<file path="config.mk">
export PLATFORM = sky130hd
export DESIGN_NAME = phy_event_interrupt_unit
export DESIGN_NICKNAME = d
export VERILOG_FILES = /design/src/inc/phy_event_pkg.sv /design/src/core/phy_event_interrupt_unit.sv
export SDC_FILE = /design/constraint.sdc
export NUM_CORES = 1
export LEC_CHECK = 0
export BUFFER_PORTS_ARGS = -buffer_cell sky130_fd_sc_hd__buf_2
export CAP_MARGIN = 0
export CORE_MARGIN = 2
export CORE_UTILIZATION = 50
export DETAILED_ROUTE_END_ITERATION = 16
export PLACE_DENSITY = 0.75
export SLEW_MARGIN = 20
export SYNTH_ARGS = -nofsm -noshare
export SYNTH_HDL_FRONTEND = slang
export SYNTH_SLANG_ARGS = --single-unit
</file>
<file path="constraint.sdc">
create_clock -name clock -period 4.1 [get_ports clock]
set_input_delay 0.41 -clock clock [delete_from_list [all_inputs] [get_ports clock]]
set_output_delay 0.41 -clock clock [all_outputs]
set_load 0.01 [all_outputs]
</file>
<file path="src/inc/phy_event_pkg.sv">
// Package: register map, field layout and carriers for the PHY event unit
package phy_event_pkg;

  // Register address width and data width
  localparam int ADDR_W = 5;
  localparam int DATA_W = 16;

  // Register addresses
  localparam logic [ADDR_W-1:0] ADDR_PHY_STATUS_WORD = 5'h11;
  localparam logic [ADDR_W-1:0] ADDR_EVENT_IRQ_ENABLE = 5'h12;
  localparam logic [ADDR_W-1:0] ADDR_EVENT_IRQ_STATUS = 5'h13;
  localparam logic [ADDR_W-1:0] ADDR_IRQ_CONFIG = 5'h14;

  // Event bit positions, shared by enable and status
  localparam int BIT_NEG_ERROR = 15;
  localparam int BIT_RATE_CHANGE = 14;
  localparam int BIT_DUPLEX_CHANGE = 13;
  localparam int BIT_PAGE_RECEIVED = 12;
  localparam int BIT_NEG_DONE = 11;
  localparam int BIT_LINK_CHANGE = 10;
  localparam int BIT_FALSE_CARRIER = 8;
  localparam int BIT_PAIR_SWAP = 6;
  localparam int BIT_DOWNSHIFT = 5;
  localparam int BIT_DOZE_CHANGE = 4;
  localparam int BIT_WAKE_PACKET = 3;
  localparam int BIT_MAC_ERROR = 2;
  localparam int BIT_POLARITY_FLIP = 1;
  localparam int BIT_JABBER = 0;

  // Implemented event bits; bits 9 and 7 are reserved
  localparam logic [DATA_W-1:0] EVENT_VALID_MASK = 16'hFD7F;

  // Status word fields
  localparam int BIT_POLARITY_OK = 1;
  localparam int BIT_JABBER_SEEN = 0;

  // Interrupt configuration field
  localparam int BIT_IRQ_ACTIVE_LOW = 13;

  // Reset values
  localparam logic [DATA_W-1:0] ENABLE_RESET = 16'h0000;
  localparam logic [DATA_W-1:0] STATUS_RESET = 16'h0000;
  localparam logic POLARITY_OK_RESET = 1'h1;
  localparam logic JABBER_SEEN_RESET = 1'h0;
  localparam logic IRQ_ACTIVE_LOW_RESET = 1'h1;
  localparam logic [DATA_W-1:0] DATA_ZERO = 16'h0000;

  // One register bus request per cycle
  typedef struct packed {
    logic wr;
    logic rd;
    logic [ADDR_W-1:0] addr;
    logic [DATA_W-1:0] wdata;
  } reg_req_s;

  // One-cycle event pulses, laid out as the status register
  typedef struct packed {
    logic negotiation_error;
    logic rate_change;
    logic duplex_change;
    logic page_received;
    logic negotiation_done;
    logic link_change;
    logic unused_9;
    logic false_carrier;
    logic unused_7;
    logic pair_swap_change;
    logic downshift_event;
    logic doze_change;
    logic wake_packet;
    logic mac_side_error;
    logic polarity_flip;
    logic jabber;
  } event_s;

endpackage : phy_event_pkg

</file>
<file path="src/core/phy_event_interrupt_unit.sv">
// Event latching, interrupt enable and interrupt pin logic of the PHY
//
// Contract
// - Status bit 1 shows polarity, resets to 1
// - Status bit 0 mirrors jabber, not read-cleared
// - Interrupt only for enabled events; enables reset 0
// - Status sets on event whatever the enable
// - Status bit holds until status read
// - Status read returns bits, clears them; reset 0
// - Bit 15 is negotiation error
// - Bit 14 is speed change
// - Bit 13 is duplex change
// - Bit 12 is page received
// - Bit 11 is negotiation complete
// - Bit 10 is link status change
// - Bit 8 false carrier; 9, 7 reserved
// - Bit 6 is crossover change
// - Bit 5 is speed optimization event
// - Bit 4 is sleep mode change
// - Bit 3 is wake packet, read-cleared
// - Bit 2 is MAC-side interface error
// - Bit 1 is polarity change
// - Bit 0 is jabber detected
// - Config bit 13 picks pin level, default low
//
// Implementation choice: the strobed register port.
module phy_event_interrupt_unit
(
  // Clock and reset
  input wire logic clock,
  input wire logic sys_rst,

  // Register port
  input wire phy_event_pkg::reg_req_s reg_req,
  output logic [phy_event_pkg::DATA_W-1:0] reg_rdata,

  // Event pulses and live levels from the PHY core
  input wire phy_event_pkg::event_s event_pulse,
  input wire logic polarity_correct,
  input wire logic jabber_detect,

  // Interrupt pin
  output logic irq_pin
);

  // Flattened event vector
  logic [phy_event_pkg::DATA_W-1:0] ev_vec;
  // Latched event status
  logic [phy_event_pkg::DATA_W-1:0] status_q;
  // Next status value
  logic [phy_event_pkg::DATA_W-1:0] status_d;
  // Event enables
  logic [phy_event_pkg::DATA_W-1:0] enable_q;
  // Polarity indication
  logic pol_q;
  // Jabber indication
  logic jab_q;
  // Pin level select
  logic act_low_q;
  // Read data register
  logic [phy_event_pkg::DATA_W-1:0] rdata_q;
  // Pin register
  logic irq_q;
  // Decoded accesses
  logic rd_word;
  logic rd_enable;
  logic rd_status;
  logic rd_config;
  logic wr_enable;
  logic wr_config;
  // An enabled event is pending
  logic pending;
  // Zero word for the properties below; declared here so every use follows it
  localparam logic [phy_event_pkg::DATA_W-1:0] DATA_ZERO_L = phy_event_pkg::DATA_ZERO;

  // Address decode of the strobes
  always_comb
  begin
    rd_word = reg_req.rd && (reg_req.addr == phy_event_pkg::ADDR_PHY_STATUS_WORD);
    rd_enable = reg_req.rd && (reg_req.addr == phy_event_pkg::ADDR_EVENT_IRQ_ENABLE);
    rd_status = reg_req.rd && (reg_req.addr == phy_event_pkg::ADDR_EVENT_IRQ_STATUS);
    rd_config = reg_req.rd && (reg_req.addr == phy_event_pkg::ADDR_IRQ_CONFIG);
    wr_enable = reg_req.wr && (reg_req.addr == phy_event_pkg::ADDR_EVENT_IRQ_ENABLE);
    wr_config = reg_req.wr && (reg_req.addr == phy_event_pkg::ADDR_IRQ_CONFIG);
  end

  // Map event pulses onto status positions
  always_comb
  begin
    // Reserved positions never see an event
    ev_vec = phy_event_pkg::DATA_ZERO;
    ev_vec[phy_event_pkg::BIT_NEG_ERROR] = event_pulse.negotiation_error;
    ev_vec[phy_event_pkg::BIT_RATE_CHANGE] = event_pulse.rate_change;
    ev_vec[phy_event_pkg::BIT_DUPLEX_CHANGE] = event_pulse.duplex_change;
    ev_vec[phy_event_pkg::BIT_PAGE_RECEIVED] = event_pulse.page_received;
    ev_vec[phy_event_pkg::BIT_NEG_DONE] = event_pulse.negotiation_done;
    ev_vec[phy_event_pkg::BIT_LINK_CHANGE] = event_pulse.link_change;
    ev_vec[phy_event_pkg::BIT_FALSE_CARRIER] = event_pulse.false_carrier;
    ev_vec[phy_event_pkg::BIT_PAIR_SWAP] = event_pulse.pair_swap_change;
    ev_vec[phy_event_pkg::BIT_DOWNSHIFT] = event_pulse.downshift_event;
    ev_vec[phy_event_pkg::BIT_DOZE_CHANGE] = event_pulse.doze_change;
    ev_vec[phy_event_pkg::BIT_WAKE_PACKET] = event_pulse.wake_packet;
    ev_vec[phy_event_pkg::BIT_MAC_ERROR] = event_pulse.mac_side_error;
    ev_vec[phy_event_pkg::BIT_POLARITY_FLIP] = event_pulse.polarity_flip;
    ev_vec[phy_event_pkg::BIT_JABBER] = event_pulse.jabber;
  end

  // Next status: a read clears what it returns, a new event still wins
  always_comb
  begin
    status_d = status_q;
    // Clear only bits the read actually returned
    if (rd_status)
    begin
      status_d = phy_event_pkg::DATA_ZERO;
    end
    // Set regardless of enable and of a clear in the same cycle
    status_d = status_d | ev_vec;
  end

  // Latched status register
  always_ff @(posedge clock)
  begin
    if (sys_rst)
    begin
      status_q <= phy_event_pkg::STATUS_RESET;
    end
    else
    begin
      status_q <= status_d;
    end
  end

  // Enable register; reserved bits are never stored
  always_ff @(posedge clock)
  begin
    if (sys_rst)
    begin
      enable_q <= phy_event_pkg::ENABLE_RESET;
    end
    else if (wr_enable)
    begin
      enable_q <= reg_req.wdata & phy_event_pkg::EVENT_VALID_MASK;
    end
  end

  // Pin level select
  always_ff @(posedge clock)
  begin
    if (sys_rst)
    begin
      act_low_q <= phy_event_pkg::IRQ_ACTIVE_LOW_RESET;
    end
    else if (wr_config)
    begin
      act_low_q <= reg_req.wdata[phy_event_pkg::BIT_IRQ_ACTIVE_LOW];
    end
  end

  // Live polarity and jabber copies
  // A read of the status word leaves them alone
  always_ff @(posedge clock)
  begin
    if (sys_rst)
    begin
      pol_q <= phy_event_pkg::POLARITY_OK_RESET;
      jab_q <= phy_event_pkg::JABBER_SEEN_RESET;
    end
    else
    begin
      pol_q <= polarity_correct;
      jab_q <= jabber_detect;
    end
  end

  // Interrupt request; one cycle of lag keeps the pin glitch free
  assign pending = |(status_q & enable_q);

  // Interrupt pin register
  always_ff @(posedge clock)
  begin
    if (sys_rst)
    begin
      // Inactive level for the default active-low pin
      irq_q <= phy_event_pkg::IRQ_ACTIVE_LOW_RESET;
    end
    else
    begin
      irq_q <= act_low_q ? !pending : pending;
    end
  end

  // Read data stands only in the cycle after the read strobe
  always_ff @(posedge clock)
  begin
    if (sys_rst)
    begin
      rdata_q <= phy_event_pkg::DATA_ZERO;
    end
    else
    begin
      // Unmapped addresses and idle cycles read as zero
      rdata_q <= phy_event_pkg::DATA_ZERO;
      if (rd_word)
      begin
        // Only the two low bits live here
        rdata_q[phy_event_pkg::BIT_POLARITY_OK] <= pol_q;
        rdata_q[phy_event_pkg::BIT_JABBER_SEEN] <= jab_q;
      end
      else if (rd_enable)
      begin
        rdata_q <= enable_q;
      end
      else if (rd_status)
      begin
        rdata_q <= status_q;
      end
      else if (rd_config)
      begin
        rdata_q[phy_event_pkg::BIT_IRQ_ACTIVE_LOW] <= act_low_q;
      end
    end
  end

  // Outputs straight from flip-flops
  assign reg_rdata = rdata_q;
  assign irq_pin = irq_q;

  // Polarity indication comes out of reset as correct
  property p_pol_reset;
    @(posedge clock)
    $fell(sys_rst) |-> pol_q;
  endproperty
  a_pol_reset: assert property (p_pol_reset)
    else $error("Polarity bit not one after reset");

  // Status word read returns live polarity
  property p_word_read;
    @(posedge clock) disable iff (sys_rst)
    rd_word |=> (rdata_q[phy_event_pkg::BIT_POLARITY_OK] == $past(pol_q));
  endproperty
  a_word_read: assert property (p_word_read)
    else $error("Status word polarity read wrong");

  // Reading the status word returns jabber and does not clear it
  property p_jab_keep;
    @(posedge clock) disable iff (sys_rst)
    (rd_word && jabber_detect)
      |=> jab_q && (rdata_q[phy_event_pkg::BIT_JABBER_SEEN] == $past(jab_q));
  endproperty
  a_jab_keep: assert property (p_jab_keep)
    else $error("Jabber indication cleared by read");

  // Every event lands in status within one cycle
  property p_event_sets;
    @(posedge clock) disable iff (sys_rst)
    (|ev_vec) |=> ((status_q & $past(ev_vec)) == $past(ev_vec));
  endproperty
  a_event_sets: assert property (p_event_sets)
    else $error("Event did not set its status bit");

  // Pending bits hold while no status read happens
  property p_status_hold;
    @(posedge clock) disable iff (sys_rst)
    !rd_status |=> ((status_q & $past(status_q)) == $past(status_q));
  endproperty
  a_status_hold: assert property (p_status_hold)
    else $error("Status bit dropped without a read");

  // Quiet status read returns then clears
  property p_status_clear;
    @(posedge clock) disable iff (sys_rst)
    (rd_status && (ev_vec == DATA_ZERO_L))
      |=> (status_q == DATA_ZERO_L) && (rdata_q == $past(status_q));
  endproperty
  a_status_clear: assert property (p_status_clear)
    else $error("Status read did not return and clear");

  // Enabled pending event drives the pin active
  property p_irq_on;
    @(posedge clock) disable iff (sys_rst)
    pending |=> (irq_pin == !$past(act_low_q));
  endproperty
  a_irq_on: assert property (p_irq_on)
    else $error("Interrupt pin not active");

  // No enabled pending event keeps the pin idle
  property p_irq_off;
    @(posedge clock) disable iff (sys_rst)
    !pending |=> (irq_pin == $past(act_low_q));
  endproperty
  a_irq_off: assert property (p_irq_off)
    else $error("Interrupt pin active with nothing pending");

  // Reserved bits never stored
  property p_reserved_zero;
    @(posedge clock) disable iff (sys_rst)
    ((status_q | enable_q) & ~phy_event_pkg::EVENT_VALID_MASK) == DATA_ZERO_L;
  endproperty
  a_reserved_zero: assert property (p_reserved_zero)
    else $error("Reserved bit set");

  // Config write picks the pin level and the idle pin follows the written bit
  property p_cfg_level;
    @(posedge clock) disable iff (sys_rst)
    wr_config ##1 !pending
      |=> (irq_pin == $past(reg_req.wdata[phy_event_pkg::BIT_IRQ_ACTIVE_LOW], 2));
  endproperty
  a_cfg_level: assert property (p_cfg_level)
    else $error("Pin level select not applied");

  // Enable write keeps only implemented bits
  property p_enable_write;
    @(posedge clock) disable iff (sys_rst)
    wr_enable |=> (enable_q == ($past(reg_req.wdata) & phy_event_pkg::EVENT_VALID_MASK));
  endproperty
  a_enable_write: assert property (p_enable_write)
    else $error("Enable write not stored as masked");

  // Enable read returns the stored enables
  property p_enable_read;
    @(posedge clock) disable iff (sys_rst)
    rd_enable |=> (rdata_q == $past(enable_q));
  endproperty
  a_enable_read: assert property (p_enable_read)
    else $error("Enable read wrong");

  // Status read returns what was latched, even with a new event beside it
  property p_status_read;
    @(posedge clock) disable iff (sys_rst)
    rd_status |=> (rdata_q == $past(status_q));
  endproperty
  a_status_read: assert property (p_status_read)
    else $error("Status read wrong");

  // Config read returns the pin level select
  property p_config_read;
    @(posedge clock) disable iff (sys_rst)
    rd_config |=> (rdata_q[phy_event_pkg::BIT_IRQ_ACTIVE_LOW] == $past(act_low_q));
  endproperty
  a_config_read: assert property (p_config_read)
    else $error("Config read wrong");

  // Idle cycles, writes and unmapped reads leave read data at zero
  property p_rdata_zero;
    @(posedge clock) disable iff (sys_rst)
    !(rd_word || rd_enable || rd_status || rd_config) |=> (rdata_q == DATA_ZERO_L);
  endproperty
  a_rdata_zero: assert property (p_rdata_zero)
    else $error("Read data not zero outside a read");

  // Inverted polarity shows in the copy; the sampled reset keeps the release edge out
  property p_pol_follow;
    @(posedge clock) disable iff (sys_rst)
    (!sys_rst && !polarity_correct) |=> !pol_q;
  endproperty
  a_pol_follow: assert property (p_pol_follow)
    else $error("Polarity copy not following its input");

  // Jabber copy follows the live flag whatever the reads
  property p_jab_follow;
    @(posedge clock) disable iff (sys_rst)
    (!sys_rst && jabber_detect) |=> jab_q;
  endproperty
  a_jab_follow: assert property (p_jab_follow)
    else $error("Jabber copy not following its input");

  // Reset parks the pin at the inactive level of the default setting
  property p_irq_reset;
    @(posedge clock)
    sys_rst |=> (irq_pin == phy_event_pkg::IRQ_ACTIVE_LOW_RESET);
  endproperty
  a_irq_reset: assert property (p_irq_reset)
    else $error("Pin not inactive after reset");

  // Reset clears enables and latched status
  property p_reset_clear;
    @(posedge clock)
    sys_rst |=> (enable_q == phy_event_pkg::ENABLE_RESET)
      && (status_q == phy_event_pkg::STATUS_RESET);
  endproperty
  a_reset_clear: assert property (p_reset_clear)
    else $error("Enable or status not cleared by reset");

endmodule : phy_event_interrupt_unit

</file>
======== Word level (Yosys, flattened, before mapping) ========
Index checks and enable logic that the tools add are counted.
operators by class
  eq/ne operators ......................... 4
  reduce and logical (&&, ||, !) cells .... 10
  bitwise gates (word level) .............. 3
  mux-type cells .......................... 8
operator list
  kind                count
  $mux 16             2
  $eq 5x5->1 const B  4
  $and 16x16->16      1
  $or 16x16->16       1
  $reduce_or 16->1    1
  $mux 13             1
  $logic_and 1x1->1   6
  $mux 2              2
  $reduce_or 4->1     1
  $mux 1              3
  $reduce_or 2->1     1
  $logic_not 1->1     1
  $not 1->1           1
word-level totals
  flip-flop bits (word level) ............. 50
  output and inout port bits .............. 17

======== Longest topological paths before layout ========
Gate-level depths: netlist of the first run.
  depth after elaboration ................. 6
  gate-level depth with buffers ........... 7

======== Least setup slack after synthesis of the first run ========
Ideal clock, no wire load.
  kind .................................... input-to-reg
  start point ............................. in reg_req[19] in the netlist's numbering
  end point ............................... reg status_q[6] in the netlist's numbering
  cell stages on the path ................. 6
  buffers on the path ..................... 2
  arrival ................................. 1.383 ns
  path slack .............................. 2.589 ns
  library setup time ...................... 0.128 ns
  required time ........................... 3.972 ns
  cells stage by stage .................... nand3b_1 > or3_1 > buf_2 > buf_6 > a21oi_1 > nor2_1
on the way
  longest elaborated chain between the ends .. 4
ends and longest elaborated chain
  what                  RTL line                         RTL
  start, declared       phy_event_interrupt_unit.sv:34   input wire phy_event_pkg::reg_req_s reg_req,
  $eq 5x5->1            phy_event_interrupt_unit.sv:81   rd_status = reg_req.rd && (reg_req.addr == phy_event_pkg::ADDR_EVENT_IRQ_STATUS);
  $logic_and 1x1->1     phy_event_interrupt_unit.sv:81
  $mux 16               phy_event_interrupt_unit.sv:113  if (rd_status)
  $or 16x16->16         phy_event_interrupt_unit.sv:118  status_d = status_d | ev_vec;
  end signal, assigned  phy_event_interrupt_unit.sv:126  status_q <= phy_event_pkg::STATUS_RESET;
  end signal, assigned  phy_event_interrupt_unit.sv:130  status_q <= status_d;
  end, declared         phy_event_interrupt_unit.sv:49   logic [phy_event_pkg::DATA_W-1:0] status_q;
No other way between the ends.
A chain may end at the register's enable or synchronous reset.

======== Worst setup path after layout of the first run ========
  start point ............................. in reg_req[16] in the netlist's numbering
  end point ............................... reg enable_q[3] in the netlist's numbering
on the way
  longest elaborated chain between the ends .. 2
ends and longest elaborated chain
  what                  RTL line                         RTL
  $eq 5x5->1            phy_event_interrupt_unit.sv:83   wr_enable = reg_req.wr && (reg_req.addr == phy_event_pkg::ADDR_EVENT_IRQ_ENABLE);
  $logic_and 1x1->1     phy_event_interrupt_unit.sv:83
  end signal, assigned  phy_event_interrupt_unit.sv:139  enable_q <= phy_event_pkg::ENABLE_RESET;
  end signal, assigned  phy_event_interrupt_unit.sv:143  enable_q <= reg_req.wdata & phy_event_pkg::EVENT_VALID_MASK;
  end, declared         phy_event_interrupt_unit.sv:53   logic [phy_event_pkg::DATA_W-1:0] enable_q;
No other way between the ends.

==> results of run 1 <==
[worst register-to-register path: stages (launching register included)]
cell     delay (ps)
dfxtp_1         360
a22oi_1         240
nand2_1         100
or4_1           500
a21o_1          180
[stage by stage]
| step | hold WS, ps | utilization | area, um^2 |
|---|---|---|---|
| CTS | 203 | 0.623 | 2110 |
| floorplan | 470 | - | 1800 |
| detailed placement | 502 | 0.599 | 2030 |
| global placement | 490 | 0.599 | 2030 |
| finish | 215 | 0.623 | 2110 |
| global route | 207 | 0.623 | 2110 |
[logic make-up (layout without fill, tap and decap cells)]
group / Yosys count / after routing / share of synthesized area
compound gates: 27 / 27 / 0.112
mux: 27 / 27 / 0.152
other cells: 1 / 2 / 0.00209
buf+inv: 14 / 62 / 0.0516
simple gates: 63 / 63 / 0.169
flops: 46 / 46 / 0.513
[cells in the final DEF, fill, tap and decap left out, drive strengths merged]
| cell | Yosys | routed |
|---|---|---|
| conb | 1 | 2 |
| dfxtp | 46 | 46 |
| a31oi | 1 | 1 |
| mux2i | 25 | 25 |
| inv | 1 | 1 |
| a211o | 1 | 1 |
| a21oi | 14 | 14 |
| or3 | 2 | 2 |
| buf | 8 | 53 |
| mux2 | 2 | 2 |
| a21o | 1 | 1 |
| nor3 | 3 | 3 |
| nor4 | 2 | 2 |
| a22oi | 9 | 9 |
| nand2b | 2 | 2 |
| or4 | 1 | 1 |
| or2 | 1 | 1 |
| nand2 | 4 | 4 |
| nand3b | 2 | 2 |
| nor4bb | 1 | 1 |
| bufinv | 0 | 1 |
| o31ai | 1 | 1 |
| nor2 | 41 | 41 |
| clkinvlp | 0 | 1 |
| nor2b | 3 | 3 |
| nand3 | 1 | 1 |
| clkbuf | 5 | 6 |
[metal layers]
layer / up-vias / routed length, um / share of wire / global-route usage
li1: 699 / - / - / -
met1: 632 / 1560 / 0.46 / 0.218
met2: 31 / 1630 / 0.47 / 0.318
met3: 5 / 190 / 0.055 / 0.0616
met4: 0 / 51 / 0.015 / 0.0652
met5: - / 0 / 0 / 0
[final timing paths]
check / from / to / depth (start not counted)
hold reg to reg: status_q[10] / status_q[10] / 2
setup reg to reg: status_q[11] / irq_pin / 4
setup / recovery: reg_req[16] / enable_q[3] / 5
hold / removal: polarity_correct / pol_q / 2
[final cells by class]
class                           count  area, um^2  area share
Sequential cell                    46         921       0.436
Clock inverter                      2        37.5      0.0178
Inverter                            1        3.75     0.00178
Clock buffer                        6        41.3      0.0196
Tap cell                           46        57.6      0.0273
Multi-Input combinational cell    119         785       0.372
Timing Repair Buffer               53         265       0.126
[where the power goes]
part	internal [mW]	leakage, nW	switching (mW)
combinational	0.0314	0.486	0.0308
clock	0.129	0.0385	0.141
sequential	0.460	0.376	0.0101
total	0.620	0.900	0.182
[sequential cells by signal, indices dropped and copies added, names as in the netlist]
signal / count
act_low_q: 1
pol_q: 1
enable_q: 14
reg_rdata: 14
irq_pin: 1
jab_q: 1
status_q: 14
==> results.md, run 1 <==
* Synth unique cells at 31
* Synth top area cells: dfxtp_1 51%, mux2i_1 14%, nor2_1 8.6%
* Startpoint Class: input port
* Via/cell ratio at 5.01
* H-tree depth at 2
* Vias in the first global route at 1296
* Full die area at 4080 um^2
* Count leader, synth: dfxtp_1
* DRC violations left at 0
* Core Area at 3390 um^2
* CTS root buf: clkbuf_4
* RSZ-0062 raised after global routing: false
* Fmax at 576 MHz
* Pre-Repair DR Iteration Count at 4
* Syn Std Cell Area at 1790 um^2
* CTS tree: built
* Synth Flop Type: dfxtp_1
* Leak Pwr at 0.900 nW
* Gr usage total at 0.186
* HP Class: in2reg
* PwrDens at 380 nW/um^2
* Area growth, synth to finish at 17.6%
* Post CTS Setup Buffer Count at 0
* Top post-synthesis cells by count: 46 x dfxtp_1, 41 x nor2_1, 25 x mux2i_1, 9 x a21oi_2, 9 x a22oi_1
* Layout cells sized above 1 at 0.317
* Synthesized flop and latch total at 46
* Post-synth top area cell: dfxtp_1
* Cells after DPL at 265
* Slack of the critical path at 2370 ps
* Post-Place Worst Slack at 1950 ps
* Largest net degree at the start of global routing at 36
* Worst slew pin tran at 932 ps
* Synthesized area per cell at 10.1 um^2
* Final-report hold violation count at 0
* Ys async rst share at 0
* Antenna Violating Nets Remaining at 0
* Buf/Inv on CP at 1
* Via Count at 1367
* Diodes inserted at 0
* Initial antenna violation count at 0
* Worst setup EP type: flop
* Setup Crit Path Kind: in2reg
* First-pass GRT wire length at 5780 um
* Filler cells at 297
* Top Ports at 60
* Clock skew at 15.1 ps
* Max IR drop VDD at 0.000248 V
* Initial DRC count at 83
* Pwr Total at 0.802 mW
* Slowest CP cell: nor3_4
* Longest Clk Path Bufs at 2
* Status: complete, no violations
* Max incr delay on CP at 760 ps
* Initial Utilization at 0.529
* IO Port Bufs at 53
* Tcrit/Tclk final at 0.423
* Finished Layout Cells at 273
* Drt total wl at 3430 um
* Slew headroom at 0.377
* Worst-skew pair later-pin latency at 360 ps
* Max-Cap Viols at 0
* Post-Synthesis Cells at 178
* Post-CTS resize count at 0
* Die height at 63.9 um
* Grt ovf at 0
* Cts hold-fix bufs at 0
* Fin Setup TNS at 0 ps
* Cts bufs inserted at 5
* Crit path DAT at 1960 ps
* Total Nets Final at 269
* Crit-path cells: buf_2 > nand2b_4 > nor3_4 > mux2i_1 > nor2_1
* DP HPWL at 2350 um
* Fin. max-slew vios at 0
* Req. time, crit path at 4320 ps
* Clk sinks at 46
* Drt wl/cell at 12.6 um
* Cell family with the largest share of critical-path delay: simple AND/OR/NAND/NOR gates
* Die width at 63.9 um
* Ys Warns at 0
* Post-synth top area share at 0.513
* Placer's final routability congestion estimate at 0.667
* R2R setup slack at 2650 ps
* # setup viols final at 0
* CP max FO at 19
* CTS clk-pin slew, worst paths at 130 ps
* Tmin final at 1730 ps
* Sequential-to-total area share from yosys stat at 0.513
* Cell row count at 21
* EDFF count, synth at 0
Note: power is estimated with default switching activity, not from simulation.
==> run 2, diff against run 1 <==
ABC_AREA = 1   (was default)
CORE_UTILIZATION = 45   (was 50)
PLACE_DENSITY = 0.71   (was 0.75)
clock period = 1.4 ns   (was 4.1 ns; I/O delays follow)
==> results.md, run 2 <==
* Status: complete, no violations
* Req. time, crit path at 1570 ps
* Cts bufs inserted at 5
* Vias in the first global route at 1426
* Tcrit/Tclk final at 0.714
* Design area at 2270 um^2
* Grt ovf at 0
* Fin util at 0.566
* Fmax at 1000 MHz
* Area of the multi-input gates at 826 um^2
* Syn Std Cell Area at 1880 um^2
* Area growth, synth to finish at 20.6%
* Synthesized area per cell at 7.80 um^2
* Final-report hold violation count at 0
* Fin. max-slew vios at 0
* Longest Clk Path Bufs at 2
* Sequential-to-total area share from yosys stat at 0.490
* Largest net degree at the start of global routing at 20
* Sequential cell area at 921 um^2
* Drt total wl at 4060 um
* Filler cells at 396
* Clk sinks at 46
* RSZ-0062 raised after global routing: false
* Post CTS Setup Buffer Count at 0
* Met1 usage in global routing at 0.233
* HP Class: in2reg
* Setup Crit Path Kind: reg2reg
* CTS root buf: clkbuf_8
* Initial DRC count at 87
* EDFF count, synth at 0
* Max IR drop VDD at 0.000829 V
* Via/cell ratio at 4.77
* Layout cells sized above 1 at 0.323
* Most common cell after layout, fill and taps aside: nand2_1
* Net Sw Frac at 0.233
* Core Area at 4000 um^2
* Max-Cap Viols at 0
* Die width at 68.6 um
* Fin Setup TNS at 0 ps
* Crit path DAT at 1170 ps
* Worst hold slack at 22.9 ps
* Tmin final at 999 ps
* CTS clk-pin slew, worst paths at 80 ps
* IO Port Bufs at 53
* Most frequent cells in the layout: 75 x nand2_1, 53 x buf_2, 46 x dfxtp_1
* Post-Place Worst Slack at 157 ps
* Met3 GRT Util at 0.0601
* Ys async rst share at 0
* Drt wl/cell at 11.7 um
* DP Area at 2170 um^2
* Worst setup EP type: flop
* Post-CTS resize count at 0
* Comb pwr share at 0.074
* Top post-synthesis cells by count: 75 x nand2_1, 46 x dfxtp_1, 29 x a21oi_1, 25 x nor2_1, 11 x nand2_2
* Gr usage total at 0.185
* Total Nets Final at 339
* DRC violations left at 0
* P_sw at 0.553 mW
* Initial Utilization at 0.470
* Slack of the critical path at 401 ps
* Cts hold-fix bufs at 0
* Antenna Violating Nets Remaining at 0
* Synth Flop Type: dfxtp_1
* Synthesized flop and latch total at 46
* Synth unique cells at 23
* GR Util met2 at 0.294
* Cell row count at 23
* CP max FO at 3
* Count leader, synth: nand2_1
* Flop pwr share at 0.577
* Startpoint Class: flop
* Leak Pwr at 1.02 nW
* Via Count at 1654
* Top Ports at 60
* CTS tree: built
* PwrDens at 1050 nW/um^2
* Clock skew at 4.07 ps
* Worst-skew pair later-pin latency at 300 ps
* Most utilized layer in the global route result: met2
* Total internal power at 1.82 mW
* Pre-Repair DR Iteration Count at 4
* Die height at 68.6 um
* Post-synth top area share at 0.490
* Ys Warns at 0
* Post-synth top area cell: dfxtp_1
* Initial antenna violation count at 0
* H-tree depth at 2
* # setup viols final at 0
* Placer's final routability congestion estimate at 0.773
* First-pass GRT wire length at 6350 um
* DP HPWL at 2890 um
* Full die area at 4710 um^2
* Synth top area cells: dfxtp_1 49%, nand2_1 15%, a21oi_1 7.7%
* Post-Synthesis Cells at 241
* Diodes inserted at 0
* Clock power share at 0.349
run 2: cell count changes after synthesis, sizes merged, moves of 11 or more:
cell	before	now
nor2	41	30
mux2i	25	0
nand2	4	88
inv	1	12
a21oi	14	39
run 2: critical path, cell delays in order (launching register included):
cell and delay [ps]:
dfxtp_1 340, nand2_1 90, nand3_1 80, nor2_1 130
nand3_1 90, nand2_1 70, nand3_1 80
run 2: through the flow:
step | instances | total power [mW]
after floorplan | 242 | 1.49
after global placement | 339 | 1.57
after detailed placement | 339 | 1.58
after CTS | 347 | 2.39
after global routing | 347 | 2.47
final | 347 | 2.37
run 2: path summary, 6_finish.rpt:
| path | from | to | slack [ps] | depth (start not counted) |
|---|---|---|---|---|
| max | status_q[15] | irq_pin | 400 | 6 |
| min | polarity_correct | pol_q | 20 | 2 |
| max reg2reg | status_q[15] | irq_pin | 400 | 6 |
| min reg2reg | pol_q | reg_rdata[1] | 460 | 2 |
run 2: per-layer routing:
metal,wire length [um],part of all wire
met3,276,0.068
met5,0,0
met1,1820,0.45
met4,59,0.015
met2,1910,0.47
run 2: power groups by stage:
stage	Combinational (mW)	Sequential, mW	Clock, mW
final	0.177	1.37	0.828
after global routing	0.196	1.38	0.899
after CTS	0.178	1.37	0.844
after detailed placement	0.177	1.40	0
after global placement	0.174	1.40	0
after floorplan	0.0922	1.40	0
run 2: cells by family (layout without fill, tap and decap cells):
kind of cell           count (synthesis)  in the layout  share of synthesized area
AO/OA/AOI/OAI                         41             41                      0.129
other                                  1              2                    0.00200
AND/OR/NAND/NOR                      130            130                      0.306
buffers and inverters                 23             78                     0.0726
flip-flops                            46             46                      0.490
run 2: final cells by class:
type | count | share of cell area
Multi-Input combinational cell | 173 | 0.364
Inverter | 12 | 0.0221
Clock buffer | 7 | 0.0381
Sequential cell | 46 | 0.406
Timing Repair Buffer | 58 | 0.139
Tap cell | 50 | 0.0276
Clock inverter | 1 | 0.00221
